--- src/inc/rtcr_regs.svh ---
// Register offsets, field positions and reset values of the time register bank.
// Assumes inclusion by bare name from the design file and the testbench.
`ifndef RTCR_REGS_SVH
`define RTCR_REGS_SVH
// Printed offset of the repeat counter is not a multiple of four: kept as index
`define RTCR_IDX_REPEAT 12'hf46
// Word indices seen by the address decoders
`define RTCR_IDX_CTRL 12'h000
`define RTCR_IDX_WIN 12'h001
`define RTCR_IDX_EVENT 12'h002
`define RTCR_ADDR_REPEAT 14'h3d18
`define RTCR_ADDR_CTRL 14'h0000
`define RTCR_ADDR_WIN 14'h0004
`define RTCR_ADDR_EVENT 14'h0008
`define RTCR_REPEAT_RST 8'h00
`define RTCR_PTR_RST 2'h0
// Control register fields
`define RTCR_CTRL_PTR_LO 0
`define RTCR_CTRL_UNLOCK 2
`define RTCR_CTRL_CHIME 3
`define RTCR_CTRL_ALARM_ON 4
// Window word fields
`define RTCR_WIN_LOW_LO 0
`define RTCR_WIN_HIGH_LO 8
// Used-bit masks of each time register
`define RTCR_MASK_YEAR 8'hff
`define RTCR_MASK_MONTH 8'h1f
`define RTCR_MASK_DAY 8'h3f
`define RTCR_MASK_WEEKDAY_DIGIT 8'h07
`define RTCR_MASK_HOUR 8'h3f
`define RTCR_MASK_MIN 8'h7f
`define RTCR_MASK_SEC 8'h7f
`define RTCR_RESP_OKAY 2'b00
`define RTCR_RESP_SLVERR 2'b10
`endif

--- src/inc/rtcr_pkg.sv ---
// Types shared by the time register bank.
// Assumes the constants header is on the include path.
package rtcr_pkg;
  typedef enum logic [1:0] {
    RTCR_PTR_MIN_SEC,
    RTCR_PTR_WEEKDAY_DIGIT_HOUR,
    RTCR_PTR_MONTH_DAY,
    RTCR_PTR_RSVD_YEAR
  } rtcr_ptr_t;
  typedef enum logic {RTCR_IDLE, RTCR_RESP} rtcr_state_t;
endpackage

--- src/hdl/rtcr_time_regs.sv ---
// Time-value register bank and alarm repeat counter behind an AXI4-Lite slave.
// Assumes alarm_event is a one-cycle pulse from logic on clk.
//
// Design decision made here: the AXI4-Lite register port.
`include "rtcr_regs.svh"
module rtcr_time_regs
  import rtcr_pkg::*;
(
  input wire logic clk,
  input wire logic resetn,
  input wire logic alarm_event,
  input wire logic [13:0] s_axi_awaddr,
  input wire logic s_axi_awvalid,
  output logic s_axi_awready,
  input wire logic [31:0] s_axi_wdata,
  input wire logic [3:0] s_axi_wstrb,
  input wire logic s_axi_wvalid,
  output logic s_axi_wready,
  output logic [1:0] s_axi_bresp,
  output logic s_axi_bvalid,
  input wire logic s_axi_bready,
  input wire logic [13:0] s_axi_araddr,
  input wire logic s_axi_arvalid,
  output logic s_axi_arready,
  output logic [31:0] s_axi_rdata,
  output logic [1:0] s_axi_rresp,
  output logic s_axi_rvalid,
  input wire logic s_axi_rready,
  output logic alarm_on,
  output logic repeat_event
);

  // ----------------------------------------------------------------
  // Reset synchroniser
  // ----------------------------------------------------------------
  logic rst_meta_reg;
  logic rst_sync_reg;
  wire rst_n = rst_sync_reg;

  // Release only; assertion stays asynchronous
  always_ff @(posedge clk or negedge resetn) begin
    if (!resetn) begin
      rst_meta_reg <= 1'b0;
      rst_sync_reg <= 1'b0;
    end else begin
      rst_meta_reg <= 1'b1;
      rst_sync_reg <= rst_meta_reg;
    end
  end

  // ----------------------------------------------------------------
  // Write channel: address and data captured in either order
  // ----------------------------------------------------------------
  logic aw_held_reg;
  logic w_held_reg;
  logic [13:0] awaddr_reg;
  logic [31:0] wdata_reg;
  logic [3:0] wstrb_reg;
  logic bvalid_reg;
  logic [1:0] bresp_reg;
  logic awready_reg;
  logic wready_reg;

  // A half is taken only at a real handshake on its own ready
  wire aw_take = s_axi_awvalid && awready_reg;
  wire w_take = s_axi_wvalid && wready_reg;
  wire aw_have = aw_held_reg || aw_take;
  wire w_have = w_held_reg || w_take;
  wire [13:0] wr_addr = aw_held_reg ? awaddr_reg : s_axi_awaddr;
  wire [31:0] wr_data = w_held_reg ? wdata_reg : s_axi_wdata;
  wire [3:0] wr_strb = w_held_reg ? wstrb_reg : s_axi_wstrb;
  // One write retires in the cycle both halves are present
  wire wr_fire = aw_have && w_have && !bvalid_reg;

  wire [11:0] wr_idx = wr_addr[13:2];
  wire wr_ctrl = wr_fire && (wr_idx == `RTCR_IDX_CTRL) && wr_strb[0];
  wire wr_win_lo = wr_fire && (wr_idx == `RTCR_IDX_WIN) && wr_strb[0];
  wire wr_win_hi = wr_fire && (wr_idx == `RTCR_IDX_WIN) && wr_strb[1];
  wire wr_rpt = wr_fire && (wr_idx == `RTCR_IDX_REPEAT) && wr_strb[0];
  wire wr_mapped = (wr_idx == `RTCR_IDX_CTRL) || (wr_idx == `RTCR_IDX_WIN) ||
                   (wr_idx == `RTCR_IDX_REPEAT) || (wr_idx == `RTCR_IDX_EVENT);

  // Hold address and data until the partner half arrives
  always_ff @(posedge clk or negedge rst_n) begin
    if (!rst_n) begin
      aw_held_reg <= 1'b0;
      w_held_reg <= 1'b0;
      awaddr_reg <= 14'h0000;
      wdata_reg <= 32'h0000_0000;
      wstrb_reg <= 4'h0;
    end else begin
      aw_held_reg <= aw_have && !wr_fire;
      w_held_reg <= w_have && !wr_fire;
      if (aw_take) awaddr_reg <= s_axi_awaddr;
      if (w_take) begin
        wdata_reg <= s_axi_wdata;
        wstrb_reg <= s_axi_wstrb;
      end
    end
  end

  // Response one cycle after retirement
  always_ff @(posedge clk or negedge rst_n) begin
    if (!rst_n) begin
      bvalid_reg <= 1'b0;
      bresp_reg <= `RTCR_RESP_OKAY;
    end else if (wr_fire) begin
      bvalid_reg <= 1'b1;
      bresp_reg <= wr_mapped ? `RTCR_RESP_OKAY : `RTCR_RESP_SLVERR;
    end else if (s_axi_bready) begin
      bvalid_reg <= 1'b0;
    end
  end

  // ----------------------------------------------------------------
  // Control bits and window pointer
  // ----------------------------------------------------------------
  logic [1:0] ptr_reg;
  logic unlock_reg;
  logic chime_reg;
  logic alarm_on_reg;
  logic [7:0] repeat_reg;
  logic rd_win_hi;

  // Pointer steps down on any high-byte access and parks at zero
  wire hi_access = wr_win_hi || rd_win_hi;
  wire [1:0] ptr_next = wr_ctrl ? wr_data[`RTCR_CTRL_PTR_LO +: 2] :
                        (hi_access && ptr_reg != 2'h0) ? ptr_reg - 2'h1 : ptr_reg;
  // Alarm enable drops after the last event when chime is off
  wire alarm_stop = alarm_event && alarm_on_reg && repeat_reg == 8'h00 && !chime_reg;
  wire alarm_on_next = wr_ctrl ? wr_data[`RTCR_CTRL_ALARM_ON] : (alarm_stop ? 1'b0 : alarm_on_reg);

  always_ff @(posedge clk or negedge rst_n) begin
    if (!rst_n) begin
      ptr_reg <= `RTCR_PTR_RST;
      unlock_reg <= 1'b0;
      chime_reg <= 1'b0;
      alarm_on_reg <= 1'b0;
    end else begin
      ptr_reg <= ptr_next;
      alarm_on_reg <= alarm_on_next;
      if (wr_ctrl) begin
        unlock_reg <= wr_data[`RTCR_CTRL_UNLOCK];
        chime_reg <= wr_data[`RTCR_CTRL_CHIME];
      end
    end
  end

  // ----------------------------------------------------------------
  // Repeat counter
  // ----------------------------------------------------------------
  // Wrap from zero only with chime; a software write wins
  wire rpt_dec = alarm_event && (repeat_reg != 8'h00 || chime_reg);
  wire [7:0] repeat_next = wr_rpt ? wr_data[7:0] : (rpt_dec ? repeat_reg - 8'h01 : repeat_reg);
  logic repeat_event_reg;

  always_ff @(posedge clk or negedge rst_n) begin
    if (!rst_n) begin
      repeat_reg <= `RTCR_REPEAT_RST;
      repeat_event_reg <= 1'b0;
    end else begin
      repeat_reg <= repeat_next;
      repeat_event_reg <= alarm_event && alarm_on_reg;
    end
  end

  // ----------------------------------------------------------------
  // Time value storage, no reset by design
  // ----------------------------------------------------------------
  logic [7:0] year_reg;
  logic [7:0] month_reg;
  logic [7:0] day_reg;
  logic [7:0] weekday_digit_reg;
  logic [7:0] hour_reg;
  logic [7:0] min_reg;
  logic [7:0] sec_reg;

  // Locked writes fall away; reserved slot stores nothing
  wire wlo = wr_win_lo && unlock_reg;
  wire whi = wr_win_hi && unlock_reg;
  wire [7:0] wd_lo = wr_data[`RTCR_WIN_LOW_LO +: 8];
  wire [7:0] wd_hi = wr_data[`RTCR_WIN_HIGH_LO +: 8];

  // Contents undefined until software loads a time
  always_ff @(posedge clk) begin
    if (wlo && ptr_reg == RTCR_PTR_MIN_SEC) sec_reg <= wd_lo & `RTCR_MASK_SEC;
    if (whi && ptr_reg == RTCR_PTR_MIN_SEC) min_reg <= wd_hi & `RTCR_MASK_MIN;
    if (wlo && ptr_reg == RTCR_PTR_WEEKDAY_DIGIT_HOUR) hour_reg <= wd_lo & `RTCR_MASK_HOUR;
    if (whi && ptr_reg == RTCR_PTR_WEEKDAY_DIGIT_HOUR) weekday_digit_reg <= wd_hi & `RTCR_MASK_WEEKDAY_DIGIT;
    if (wlo && ptr_reg == RTCR_PTR_MONTH_DAY) day_reg <= wd_lo & `RTCR_MASK_DAY;
    if (whi && ptr_reg == RTCR_PTR_MONTH_DAY) month_reg <= wd_hi & `RTCR_MASK_MONTH;
    if (wlo && ptr_reg == RTCR_PTR_RSVD_YEAR) year_reg <= wd_lo & `RTCR_MASK_YEAR;
  end

  // Pair selection by pointer
  wire [7:0] win_lo = (ptr_reg == RTCR_PTR_MIN_SEC) ? sec_reg :
                      (ptr_reg == RTCR_PTR_WEEKDAY_DIGIT_HOUR) ? hour_reg :
                      (ptr_reg == RTCR_PTR_MONTH_DAY) ? day_reg : year_reg;
  wire [7:0] win_hi = (ptr_reg == RTCR_PTR_MIN_SEC) ? min_reg :
                      (ptr_reg == RTCR_PTR_WEEKDAY_DIGIT_HOUR) ? weekday_digit_reg :
                      (ptr_reg == RTCR_PTR_MONTH_DAY) ? month_reg : 8'h00;

  // ----------------------------------------------------------------
  // Read channel
  // ----------------------------------------------------------------
  logic rvalid_reg;
  logic [31:0] rdata_reg;
  logic [1:0] rresp_reg;
  logic arready_reg;

  wire rd_take = s_axi_arvalid && arready_reg;
  wire [11:0] rd_idx = s_axi_araddr[13:2];
  wire rd_is_ctrl = rd_idx == `RTCR_IDX_CTRL;
  wire rd_is_win = rd_idx == `RTCR_IDX_WIN;
  wire rd_is_rpt = rd_idx == `RTCR_IDX_REPEAT;
  wire rd_is_evt = rd_idx == `RTCR_IDX_EVENT;
  assign rd_win_hi = rd_take && rd_is_win;
  wire [31:0] ctrl_word = {27'h0, alarm_on_reg, chime_reg, unlock_reg, ptr_reg};
  wire [31:0] rd_word = rd_is_ctrl ? ctrl_word :
                        rd_is_win ? {16'h0000, win_hi, win_lo} :
                        rd_is_rpt ? {24'h000000, repeat_reg} : 32'h0000_0000;
  wire rd_ok = rd_is_ctrl || rd_is_win || rd_is_rpt || rd_is_evt;

  // Data is captured with the address, so the pointer step shows next read
  always_ff @(posedge clk or negedge rst_n) begin
    if (!rst_n) begin
      rvalid_reg <= 1'b0;
      rdata_reg <= 32'h0000_0000;
      rresp_reg <= `RTCR_RESP_OKAY;
    end else if (rd_take) begin
      rvalid_reg <= 1'b1;
      rdata_reg <= rd_word;
      rresp_reg <= rd_ok ? `RTCR_RESP_OKAY : `RTCR_RESP_SLVERR;
    end else if (s_axi_rready) begin
      rvalid_reg <= 1'b0;
    end
  end

  // Readies follow next-cycle hold state, so each ready leaves a flop
  wire bvalid_next = wr_fire || (bvalid_reg && !s_axi_bready);
  wire rvalid_next = rd_take || (rvalid_reg && !s_axi_rready);
  wire awready_next = !(aw_have && !wr_fire) && !bvalid_next;
  wire wready_next = !(w_have && !wr_fire) && !bvalid_next;
  wire arready_next = !rvalid_next;

  // Low through reset and the first two edges after release
  always_ff @(posedge clk or negedge rst_n) begin
    if (!rst_n) begin
      awready_reg <= 1'b0;
      wready_reg <= 1'b0;
      arready_reg <= 1'b0;
    end else begin
      awready_reg <= awready_next;
      wready_reg <= wready_next;
      arready_reg <= arready_next;
    end
  end

  // ----------------------------------------------------------------
  // Outputs
  // ----------------------------------------------------------------
  // Straight from flops; one write and one read in flight at most
  assign s_axi_awready = awready_reg;
  assign s_axi_wready = wready_reg;
  assign s_axi_arready = arready_reg;
  assign s_axi_bvalid = bvalid_reg;
  assign s_axi_bresp = bresp_reg;
  assign s_axi_rvalid = rvalid_reg;
  assign s_axi_rdata = rdata_reg;
  assign s_axi_rresp = rresp_reg;
  assign alarm_on = alarm_on_reg;
  assign repeat_event = repeat_event_reg;

  // ----------------------------------------------------------------
  // Assertions
  // ----------------------------------------------------------------
  AST_DEC: assert property (@(posedge clk) disable iff (!rst_n)
    (alarm_event && !wr_rpt && repeat_reg != 8'h00) |=> repeat_reg == $past(repeat_reg) - 8'h01)
    else $error("repeat counter did not decrement");
  AST_HOLD_ZERO: assert property (@(posedge clk) disable iff (!rst_n)
    (alarm_event && !wr_rpt && repeat_reg == 8'h00 && !chime_reg) |=> repeat_reg == 8'h00)
    else $error("repeat counter wrapped without chime");
  AST_WRAP: assert property (@(posedge clk) disable iff (!rst_n)
    (alarm_event && !wr_rpt && repeat_reg == 8'h00 && chime_reg) |=> repeat_reg == 8'hff)
    else $error("chime wrap missing");
  AST_SW_WINS: assert property (@(posedge clk) disable iff (!rst_n)
    wr_rpt |=> repeat_reg == $past(wr_data[7:0]))
    else $error("software write lost");
  AST_ALARM_OFF: assert property (@(posedge clk) disable iff (!rst_n)
    (alarm_stop && !wr_ctrl) |=> !alarm_on)
    else $error("alarm enable not cleared");
  AST_PTR: assert property (@(posedge clk) disable iff (!rst_n)
    (hi_access && !wr_ctrl && ptr_reg != 2'h0) |=> ptr_reg == $past(ptr_reg) - 2'h1)
    else $error("pointer did not step");
  AST_PTR_PARK: assert property (@(posedge clk) disable iff (!rst_n)
    (hi_access && !wr_ctrl && ptr_reg == 2'h0) |=> ptr_reg == 2'h0)
    else $error("pointer left zero");
  AST_LOCK: assert property (@(posedge clk) disable iff (!rst_n)
    (wr_win_lo && !unlock_reg && ptr_reg == RTCR_PTR_RSVD_YEAR) |=> $stable(year_reg))
    else $error("locked write changed year");
  AST_RSVD: assert property (@(posedge clk) disable iff (!rst_n)
    (rd_take && rd_is_win && ptr_reg == RTCR_PTR_RSVD_YEAR) |=> rdata_reg[15:8] == 8'h00)
    else $error("reserved slot not zero");
  AST_MIN_TOP: assert property (@(posedge clk) disable iff (!rst_n)
    (rd_take && rd_is_win && ptr_reg == RTCR_PTR_MIN_SEC) |=> rdata_reg[15] == 1'b0 && rdata_reg[7] == 1'b0)
    else $error("minute or second bit seven set");
  AST_BRESP: assert property (@(posedge clk) disable iff (!rst_n)
    wr_fire |=> s_axi_bvalid)
    else $error("write response missing");
  AST_UNLOCK_WR: assert property (@(posedge clk) disable iff (!rst_n)
    (wr_win_lo && unlock_reg && ptr_reg == RTCR_PTR_RSVD_YEAR) |=> year_reg == $past(wd_lo))
    else $error("unlocked year write lost");
  AST_WEEKDAY_DIGIT_TOP: assert property (@(posedge clk) disable iff (!rst_n)
    (rd_take && rd_is_win && ptr_reg == RTCR_PTR_WEEKDAY_DIGIT_HOUR) |=> rdata_reg[15:11] == 5'h00)
    else $error("weekday upper bits set");
  AST_DAY_TOP: assert property (@(posedge clk) disable iff (!rst_n)
    (rd_take && rd_is_win && ptr_reg == RTCR_PTR_MONTH_DAY) |=> rdata_reg[15:13] == 3'h0 && rdata_reg[7:6] == 2'h0)
    else $error("month or day upper bits set");

  COV_WRAP: cover property (@(posedge clk) disable iff (!rst_n) alarm_event && chime_reg && repeat_reg == 8'h00);
  COV_STOP: cover property (@(posedge clk) disable iff (!rst_n) alarm_stop);
  COV_WALK: cover property (@(posedge clk) disable iff (!rst_n) rd_win_hi && ptr_reg == RTCR_PTR_RSVD_YEAR);
  COV_CLASH: cover property (@(posedge clk) disable iff (!rst_n) wr_rpt && alarm_event);

endmodule

--- config.mk ---
export PLATFORM = sky130hd
export DESIGN_NAME = rtcr_time_regs
export DESIGN_NICKNAME = d
export VERILOG_FILES = /design/src/inc/rtcr_pkg.sv /design/src/hdl/rtcr_time_regs.sv
export VERILOG_INCLUDE_DIRS = /design/src /design/src/inc
export SDC_FILE = /design/constraint.sdc
export NUM_CORES = 1
export LEC_CHECK = 0
export ABC_AREA = 0
export BUFFER_PORTS_ARGS = -buffer_cell sky130_fd_sc_hd__clkbuf_2
export CAP_MARGIN = 40
export CORE_ASPECT_RATIO = 1.25
export CORE_MARGIN = 2
export CORE_UTILIZATION = 54
export DETAILED_ROUTE_END_ITERATION = 10
export GPL_TIMING_DRIVEN = 0
export PLACE_DENSITY = 0.8
export SYNTH_ARGS = -nofsm -noshare
export SYNTH_HDL_FRONTEND = slang
export SYNTH_SLANG_ARGS = --single-unit
--- constraint.sdc ---
create_clock -name clk -period 2.8 [get_ports clk]
set_input_delay 0.56 -clock clk [delete_from_list [all_inputs] [get_ports clk]]
set_output_delay 0.56 -clock clk [all_outputs]
set_load 0.05 [all_outputs]
* Word-level counts from Yosys, hierarchy flattened
Index checks and enable logic that the tools add are counted.
** Storage, ports and cells
- Register bits after elaboration :: 132
- Bits in latches :: 0
- RAM bits :: 0
- ROM bits :: 0
- Bits of input ports :: 72
- Output and inout port bits :: 43
- Logic and storage cells :: 128
- Memories kept :: 0
** Operators by class
- Add/sub/neg operators :: 2
- Multipliers :: 0
- Divide/modulo/power cells :: 0
- $lt $le $gt $ge :: 0
- Eq/ne operators :: 9
- Shifts and indexed selects :: 0
- Muxes and demuxes :: 24
- Bitwise operators :: 0
- Reductions and logical operators :: 65
** Operators with widths (number)
- $mux 8 :: 6
- $mux 15 :: 3
- $logic_and 1x1->1 :: 33
- $eq 12x1->1 const B :: 2
- $eq 12x12->1 const B :: 2
- $eq 12x2->1 const B :: 2
- $logic_not 12->1 :: 2
- $mux 14 :: 1
- $logic_or 1x1->1 :: 12
- $reduce_bool 2->1 :: 6
- $mux 2 :: 5
- $mux 5 :: 2
- $logic_not 1->1 :: 9
- $logic_not 8->1 :: 1
- $reduce_bool 8->1 :: 1
- $sub 8x1->8 const B :: 1
- $mux 7 :: 1
- $mux 1 :: 6
- $eq 2x2->1 const B :: 2
- $eq 2x1->1 const B :: 1
- $logic_not 2->1 :: 1
- $sub 2x1->2 const B :: 1

* Longest topological paths before layout
Gate-level depths: netlist of run 1.
- Depth after elaboration :: 10
- Depth in mapped cells :: 9
- Gate-level depth less buffers :: 8

* Least setup slack after synthesis of run 1
Ideal clock, no wire load.
- Path type :: in2reg
- Start :: in s_axi_awaddr[10]
- End :: reg year_reg[0] (enable)
- Setup time :: 0.332 ns
- Arrival :: 2.080 ns
- Required time :: 2.468 ns
- Slack :: 0.388 ns
- Cell stages on the path :: 6
- Path buffers :: 0
- Path through :: or4_1 > nor4_1 > nor2_1 > nor3_1 > and3_1 > and2_1
** Between the ends
- Cells in the longest elaborated chain, start to end :: 6
** Ends and longest elaborated chain
- start: declaration :: RTL line rtcr_time_regs.sv:12 : input wire logic [13:0] s_axi_awaddr,
- $mux 14 :: RTL line rtcr_time_regs.sv:69 : wire [13:0] wr_addr = aw_held_reg ? awaddr_reg : s_axi_awaddr;
- $eq 12x1->1 (no line)
- $logic_and 1x1->1 (2 in series) :: RTL line rtcr_time_regs.sv:77 : wire wr_win_lo = wr_fire && (wr_idx == `RTCR_IDX_WIN) && wr_strb[0];
- $logic_and 1x1->1 :: RTL line rtcr_time_regs.sv:179 : wire wlo = wr_win_lo && unlock_reg;
- $logic_and 1x1->1 :: RTL line rtcr_time_regs.sv:192 : if (wlo && ptr_reg == RTCR_PTR_RSVD_YEAR) year_reg <= wd_lo & `RTCR_MASK_YEAR;
- end signal: assignment :: RTL line rtcr_time_regs.sv:192
- end: declaration :: RTL line rtcr_time_regs.sv:170 : logic [7:0] year_reg;
No other way between the ends.
A chain may end at the register's enable or synchronous reset.

* Worst setup path in the final report of run 1
Same ends and word-level chain as after synthesis.

==> results of run 1 <==
==> cell families after synthesis <==
| family | after synthesis |
|---|---|
| buf+inv | 47 |
| mux | 56 |
| fa+ha+maj | 6 |
| simple gates | 128 |
| xor+xnor | 6 |
| flops | 111 |
| compound gates | 79 |
| other cells | 2 |
==> power by group through the flow <==
stage / clock (mW) / sequential, mW / combinational (mW)
global placement: 0 / 2.36 / 1.26
CTS: 1.42 / 2.34 / 1.35
global route: 1.50 / 2.39 / 1.46
finish: 1.41 / 2.35 / 1.34
floorplan: 0 / 2.47 / 0.872
detailed placement: 0 / 2.37 / 1.33
==> metrics by stage <==
stage / util, % / total power, mW
final: 66.3 / 5.11
after global routing: 66.3 / 5.35
after CTS: 66.3 / 5.11
after detailed placement: 62.5 / 3.70
after global placement: 62.2 / 3.62
after floorplan: - / 3.34
==> how the worst max path moves through the flow <==
| stage | from | endpoint | slack [ns] |
|---|---|---|---|
| 2_1_floorplan | s_axi_awaddr[10] | year_reg[0]$_DFFE_PP_ | 0.39 |
| 3_3_place_gp | s_axi_awaddr[10] | year_reg[5]$_DFFE_PP_ | -0.06 |
| 3_5_place_dp | s_axi_awaddr[10] | year_reg[5]$_DFFE_PP_ | -0.18 |
| 4_1_cts | s_axi_awaddr[10] | year_reg[1]$_DFFE_PP_ | 0.18 |
| 5_1_grt | s_axi_awaddr[10] | year_reg[1]$_DFFE_PP_ | 0.05 |
| 6_report | s_axi_awaddr[10] | year_reg[0]$_DFFE_PP_ | 0.21 |
==> final cells by class <==
type,instances,area [µm²]
flip-flops and latches,111,2990
well taps,123,154
clock inverters,3,65.1
inverters,11,41.3
clock buffers,13,272
repair buffers,74,390
fillers,708,3110
multi-input cells,295,1990
plain buffers,36,211
==> metal layers <==
metal  vias up  GRT usage, %
met5         -             0
met4         0          9.29
met3        15          3.60
met2       115          36.5
met1      1724          26.5
li1       1736             -
==> placed cells by master, fill, tap and decap left out, types with 2 or more instances in the layout <==
cell / instances
a211oi_1: 3
a21oi_1: 22
a222oi_1: 2
a22oi_1: 4
a31oi_1: 2
and2_1: 11
and3_1: 4
buf_2: 4
buf_4: 19
bufinv_16: 2
clkbuf_1: 14
clkbuf_16: 10
clkbuf_2: 72
conb_1: 20
dfrtp_1: 68
edfxtp_1: 42
ha_1: 6
inv_1: 11
mux2_2: 40
mux2i_1: 16
nand2_1: 46
nand3_1: 5
nand4_1: 4
nand4b_1: 4
nor2_1: 24
nor2b_1: 5
nor3_1: 5
nor4_1: 4
nor4b_1: 2
o211ai_1: 4
o21ai_0: 19
o21ai_1: 6
o31ai_1: 6
or2_2: 3
or4_4: 2
xnor2_1: 3
xor2_1: 3
==> timing repair <==
action,CTS,global route
gates resized for setup,0,1
hold buffers,1,0
buffers inserted,0,0
endpoints found under the setup margin,0,8
hold endpoints to repair,2,0
==> results.json, run 1 <==
{
  "status": "complete, no violations",
  "dp_hpwl_mm": 7.86,
  "grt_first_pass_wirelength_mm": 17.2,
  "period_share_pct": 92.5,
  "placed_area_um2": 5760,
  "via_per_inst": 5.39,
  "cts_root_buf": "clkbuf_16",
  "synthAdderAreaFrac_pct": 1.46,
  "yosys-top-cells-count": "dfrtp_1 (69), nand2_1 (46), edfxtp_1 (42)",
  "switching_share_pct": 31.2,
  "synth_xor_area_share_pct": 1.02,
  "clk_pin_slew_worst_paths_ns": 0.07,
  "postSynth.asyncResetShare_pct": 62.2,
  "rows": 39,
  "path_delay_family": "simple AND/OR/NAND/NOR gates",
  "layout.nets": 616,
  "ir_worst_vdd_uv": 629,
  "worstPathRequired_ns": 2.80,
  "p_per_area_nw_per_um2": 835,
  "routedLengthMet1_mm": 4.50,
  "num_vias": 3590,
  "insertion_delay_ns": 0.34,
  "io_pins": 115,
  "wl_met3_um": 574,
  "setup_viol": 0,
  "worst_r2r_startpoint": "aw_held_reg$_DFF_PN0_",
  "clock_power_share_pct": 27.7,
  "start_util_pct": 55.9,
  "cts_sinks": 111,
  "yosysSeqAreaShare_pct": 57.9,
  "period_minus_slack_ns": 2.59,
  "synthFlopType": "dfrtp_1",
  "overflow": 0,
  "crit_path_max_fanout": 8,
  "critical_path_class": "primary input to flop",
  "path_cells": "clkbuf_2 > or4_1 > nor4_1 > nor2_1 > nor3_1 > and3_1 > and2_1",
  "dieHeight_um": 113,
  "end_kind": "flop",
  "stdcell_area_um2": 6120,
  "dieArea_um2": 10400,
  "synthMuxAreaShare_pct": 11.8,
  "synth_area_leaders": "dfrtp_1 (33%), edfxtp_1 (24%), mux2_2 (8.7%)",
  "instances_no_fill": 666,
  "worst-path-stages": 7,
  "dpl_worst_slack_ns": -0.179,
  "wl_mm": 10.6,
  "totalNegativeSetupSlack_ns": 0,
  "synth_top_family_by_area": "simple AND/OR/NAND/NOR gates",
  "cts_tree": "yes",
  "drv_slew": 0,
  "synth_area_per_cell_um2": 11.9,
  "grt_start_max_net_pins": 38,
  "synth_top_cell_area_share_pct": 33.5,
  "power_leakage_nw": 2.63,
  "tightestPinTransition_ns": 0.786,
  "postRouteAntennaNets": 0,
  "synthCells": 435,
  "intPower_mw": 3.52,
  "power_frac_comb_pct": 26.3,
  "pwr-share-seq_pct": 46.0,
  "wl_per_cell_um": 15.8,
  "worst_path_max_delay_cell": "or4_1",
  "track_usage_pct": 21.2,
  "cpPeakStageDelay_ns": 0.51,
  "yosysUniqueCellTypes": 54,
  "synth.most_common_cell": "dfrtp_1",
  "wl_met2_mm": 5.29,
  "rr_worst_depth": 6,
  "fin_worst_skew_ns": 0.00427,
  "synth.largest_area_cell": "dfrtp_1",
  "crit_buf_inv": 1,
  "drive_gt1_share_pct": 30.2,
  "cts_buffers": 9,
  "whs_ns": 0.265,
  "place_inst": 649,
  "reg2reg_slack_ns": 0.28,
  "antenna_cells": 0,
  "setup_ws_ns": 0.211,
  "maxCapViolations": 0,
  "synth-compound-area-share_pct": 9.46,
  "die_w_um": 91.4,
  "initialDrtViolationCount": 244,
  "antenna_found_initial": 0,
  "arrival_ns": 2.59,
  "maxSlewHeadroom_pct": 46.3,
  "rsz0062_at_grt": "no",
  "p_switching_mw": 1.59,
  "place_congestion": 0.830,
  "holdCritPathClass": "flop to async pin",
  "h-tree-depth": 3,
  "hold_violations": 0,
  "drc": 0,
  "clk_path_buf_depth": 2,
  "cp-start-kind": "primary input",
  "syn2layout_area_growth_pct": 18.6,
  "timing.rr.end": "year_reg[0]$_DFFE_PP_",
  "synth_edf_count": 42,
  "routed.top_layer": "met4",
  "drt-pass1-iter-count": 4,
  "synthSimpleGateAreaFrac_pct": 13.3,
  "synth_seq_cells": 111,
  "core_area_um2": 9220,
  "synthesis.area_um2": 5160,
  "grt_pass1_vias": 3570,
  "portBuffers": 72,
  "yosys_warnings": 0,
  "max_clock_freq_ghz": 0.386
}
Power figures use the tool's default switching activity.
==> inputs of run 2 (changes only) <==
- CORE_UTILIZATION: 54 -> 50
- PLACE_DENSITY: 0.8 -> 0.75
==> run 2 against run 1 <==
Against the previous run: clock power down 11%; design area down 0.76%; cell count up 0.90%; sequential share of layout area up 0.37 points; worst setup slack better by 0.084 ns; non-clock buffer count unchanged; register-to-register slack better by 0.07 ns; hold slack worse by 0.012 ns; critical path depth unchanged; power down 3.5%; die area up 7.7%; critical endpoint is now year_reg[2]$_DFFE_PP_.
==> results.json, run 2 (synthesis results as in run 1) <==
{
  "status": "complete, no violations",
  "grt_pass1_vias": 3531,
  "p_switching_mw": 1.59,
  "switching_share_pct": 32.2,
  "drv_slew": 0,
  "drt-pass1-iter-count": 4,
  "multi_input_area_um2": 1990,
  "cts_sinks": 111,
  "hold_violations": 0,
  "drc": 0,
  "overflow": 0,
  "dp_hpwl_mm": 7.74,
  "place_congestion": 0.849,
  "die_w_um": 94.9,
  "p_per_area_nw_per_um2": 812,
  "crit_path_max_fanout": 8,
  "clock_power_share_pct": 25.3,
  "place_inst": 655,
  "end_kind": "flop",
  "rows": 41,
  "dieHeight_um": 118,
  "period_share_pct": 89.5,
  "wl_per_cell_um": 15.3,
  "period_minus_slack_ns": 2.51,
  "instances_no_fill": 672,
  "track_usage_pct": 19.8,
  "syn2layout_area_growth_pct": 17.7,
  "power_frac_comb_pct": 27.0,
  "drive_gt1_share_pct": 30.0,
  "cp-start-kind": "primary input",
  "layout.nets": 616,
  "worstPathRequired_ns": 2.80,
  "insertion_delay_ns": 0.35,
  "arrival_ns": 2.50,
  "postRouteAntennaNets": 0,
  "cts_buffers": 9,
  "critical_path_class": "primary input to flop",
  "layout_commonest_cell": "clkbuf_2",
  "max_clock_freq_ghz": 0.399,
  "power_leakage_nw": 2.61,
  "via_per_inst": 5.24,
  "setup_viol": 0,
  "holdCritPathClass": "flop to async pin",
  "maxSlewHeadroom_pct": 55.3,
  "rsz0062_at_grt": "no",
  "seq_area_um2": 2990,
  "ir_worst_vdd_uv": 659,
  "clk_pin_slew_worst_paths_ns": 0.07,
  "cts_setup_buffers": 0,
  "rr_worst_depth": 6,
  "clk_path_buf_depth": 2,
  "grt_first_pass_wirelength_mm": 17.0,
  "final_cell_mix": "clkbuf_2 (72), dfrtp_1 (68), nand2_1 (46), edfxtp_1 (42), mux2_2 (40)",
  "num_vias": 3520,
  "tightestPinTransition_ns": 0.653,
  "grt_start_max_net_pins": 41,
  "h-tree-depth": 3,
  "intPower_mw": 3.34,
  "cts_tree": "yes",
  "fin_worst_skew_ns": 0.00459,
  "dieArea_um2": 11200,
  "portBuffers": 72,
  "pwr-share-seq_pct": 47.7,
  "cts_root_buf": "clkbuf_16",
  "fillers": 839,
  "wl_mm": 10.3,
  "io_pins": 115,
  "maxCapViolations": 0,
  "antenna_found_initial": 0,
  "core_area_um2": 10100,
  "finalPower_mw": 4.93,
  "start_util_pct": 51.3,
  "antenna_cells": 0,
  "initialDrtViolationCount": 130
}
==> run 2: layout make-up <==
type                       count  share of cell area (%)
multi-input combinational    295                    32.7
sequential                   111                    49.3
inverter                      11                   0.680
timing repair buffer          74                    6.43
clock inverter                 6                   0.989
buffer                        36                    3.48
tap                          129                    2.66
clock buffer                  10                    3.77
==> run 2: metrics by stage <==
step	util [%]	instance area (µm²)	TNS, ns	hold slack [ns]	setup slack [ns]
5_1_grt	60.4	6070	0	0.285	0.0654
6_report	60.4	6070	0	0.252	0.295
3_3_place_gp	57.2	5750	-3.55	0.336	-0.0718
3_5_place_dp	57.4	5770	-0.805	0.260	-0.101
4_1_cts	60.4	6070	0	0.269	0.269
2_1_floorplan	-	5230	0	0.264	0.388
==> run 2: path summary, 6_finish.rpt <==
path | from | to | slack [ns]
setup / recovery | s_axi_awaddr[10] | year_reg[2]$_DFFE_PP_ | 0.29
setup reg to reg | aw_held_reg$_DFF_PN0_ | year_reg[2]$_DFFE_PP_ | 0.35
max in group asynchronous | rst_n$_DFF_PN0_ | wdata_reg[14]$_DFFE_PN0P_ | 2.01
hold reg to reg | rst_n$_DFF_PN0_ | repeat_event$_DFF_PN0_ | 0.25
min in group clk | rst_meta_reg$_DFF_PN0_ | rst_n$_DFF_PN0_ | 0.35
hold / removal | rst_n$_DFF_PN0_ | repeat_event$_DFF_PN0_ | 0.25
==> run 2: power groups by stage <==
stage / clock network (mW) / registers, mW / logic [mW]
2_1_floorplan: 0 / 2.47 / 0.872
3_3_place_gp: 0 / 2.36 / 1.28
3_5_place_dp: 0 / 2.37 / 1.32
4_1_cts: 1.28 / 2.35 / 1.33
5_1_grt: 1.34 / 2.39 / 1.46
6_report: 1.25 / 2.35 / 1.33
==> run 2: worst max-delay path: stages <==
cell and delay, ns:
clkbuf_2 0.09, or4_1 0.52, nor4_1 0.29, nor2_1 0.13, nor3_1 0.24, and3_1 0.25
and2_1 0.42
==> run 2: per-layer routing <==
metal / track usage, % / vias to the layer above / part of all wire (%) / wire length (µm)
li1: - / 1740 / - / -
met1: 25.4 / 1679 / 44 / 4510
met2: 32.5 / 83 / 50 / 5110
met3: 3.33 / 18 / 4.2 / 434
met4: 8.88 / 0 / 2.2 / 225
met5: 0 / - / 0 / 0
==> run 2: what timing repair did <==
item | CTS | global route
setup endpoints to repair | 0 | 0
hold endpoints to repair | 2 | 0
hold buffers | 1 | 0
gates resized for setup | 0 | 0
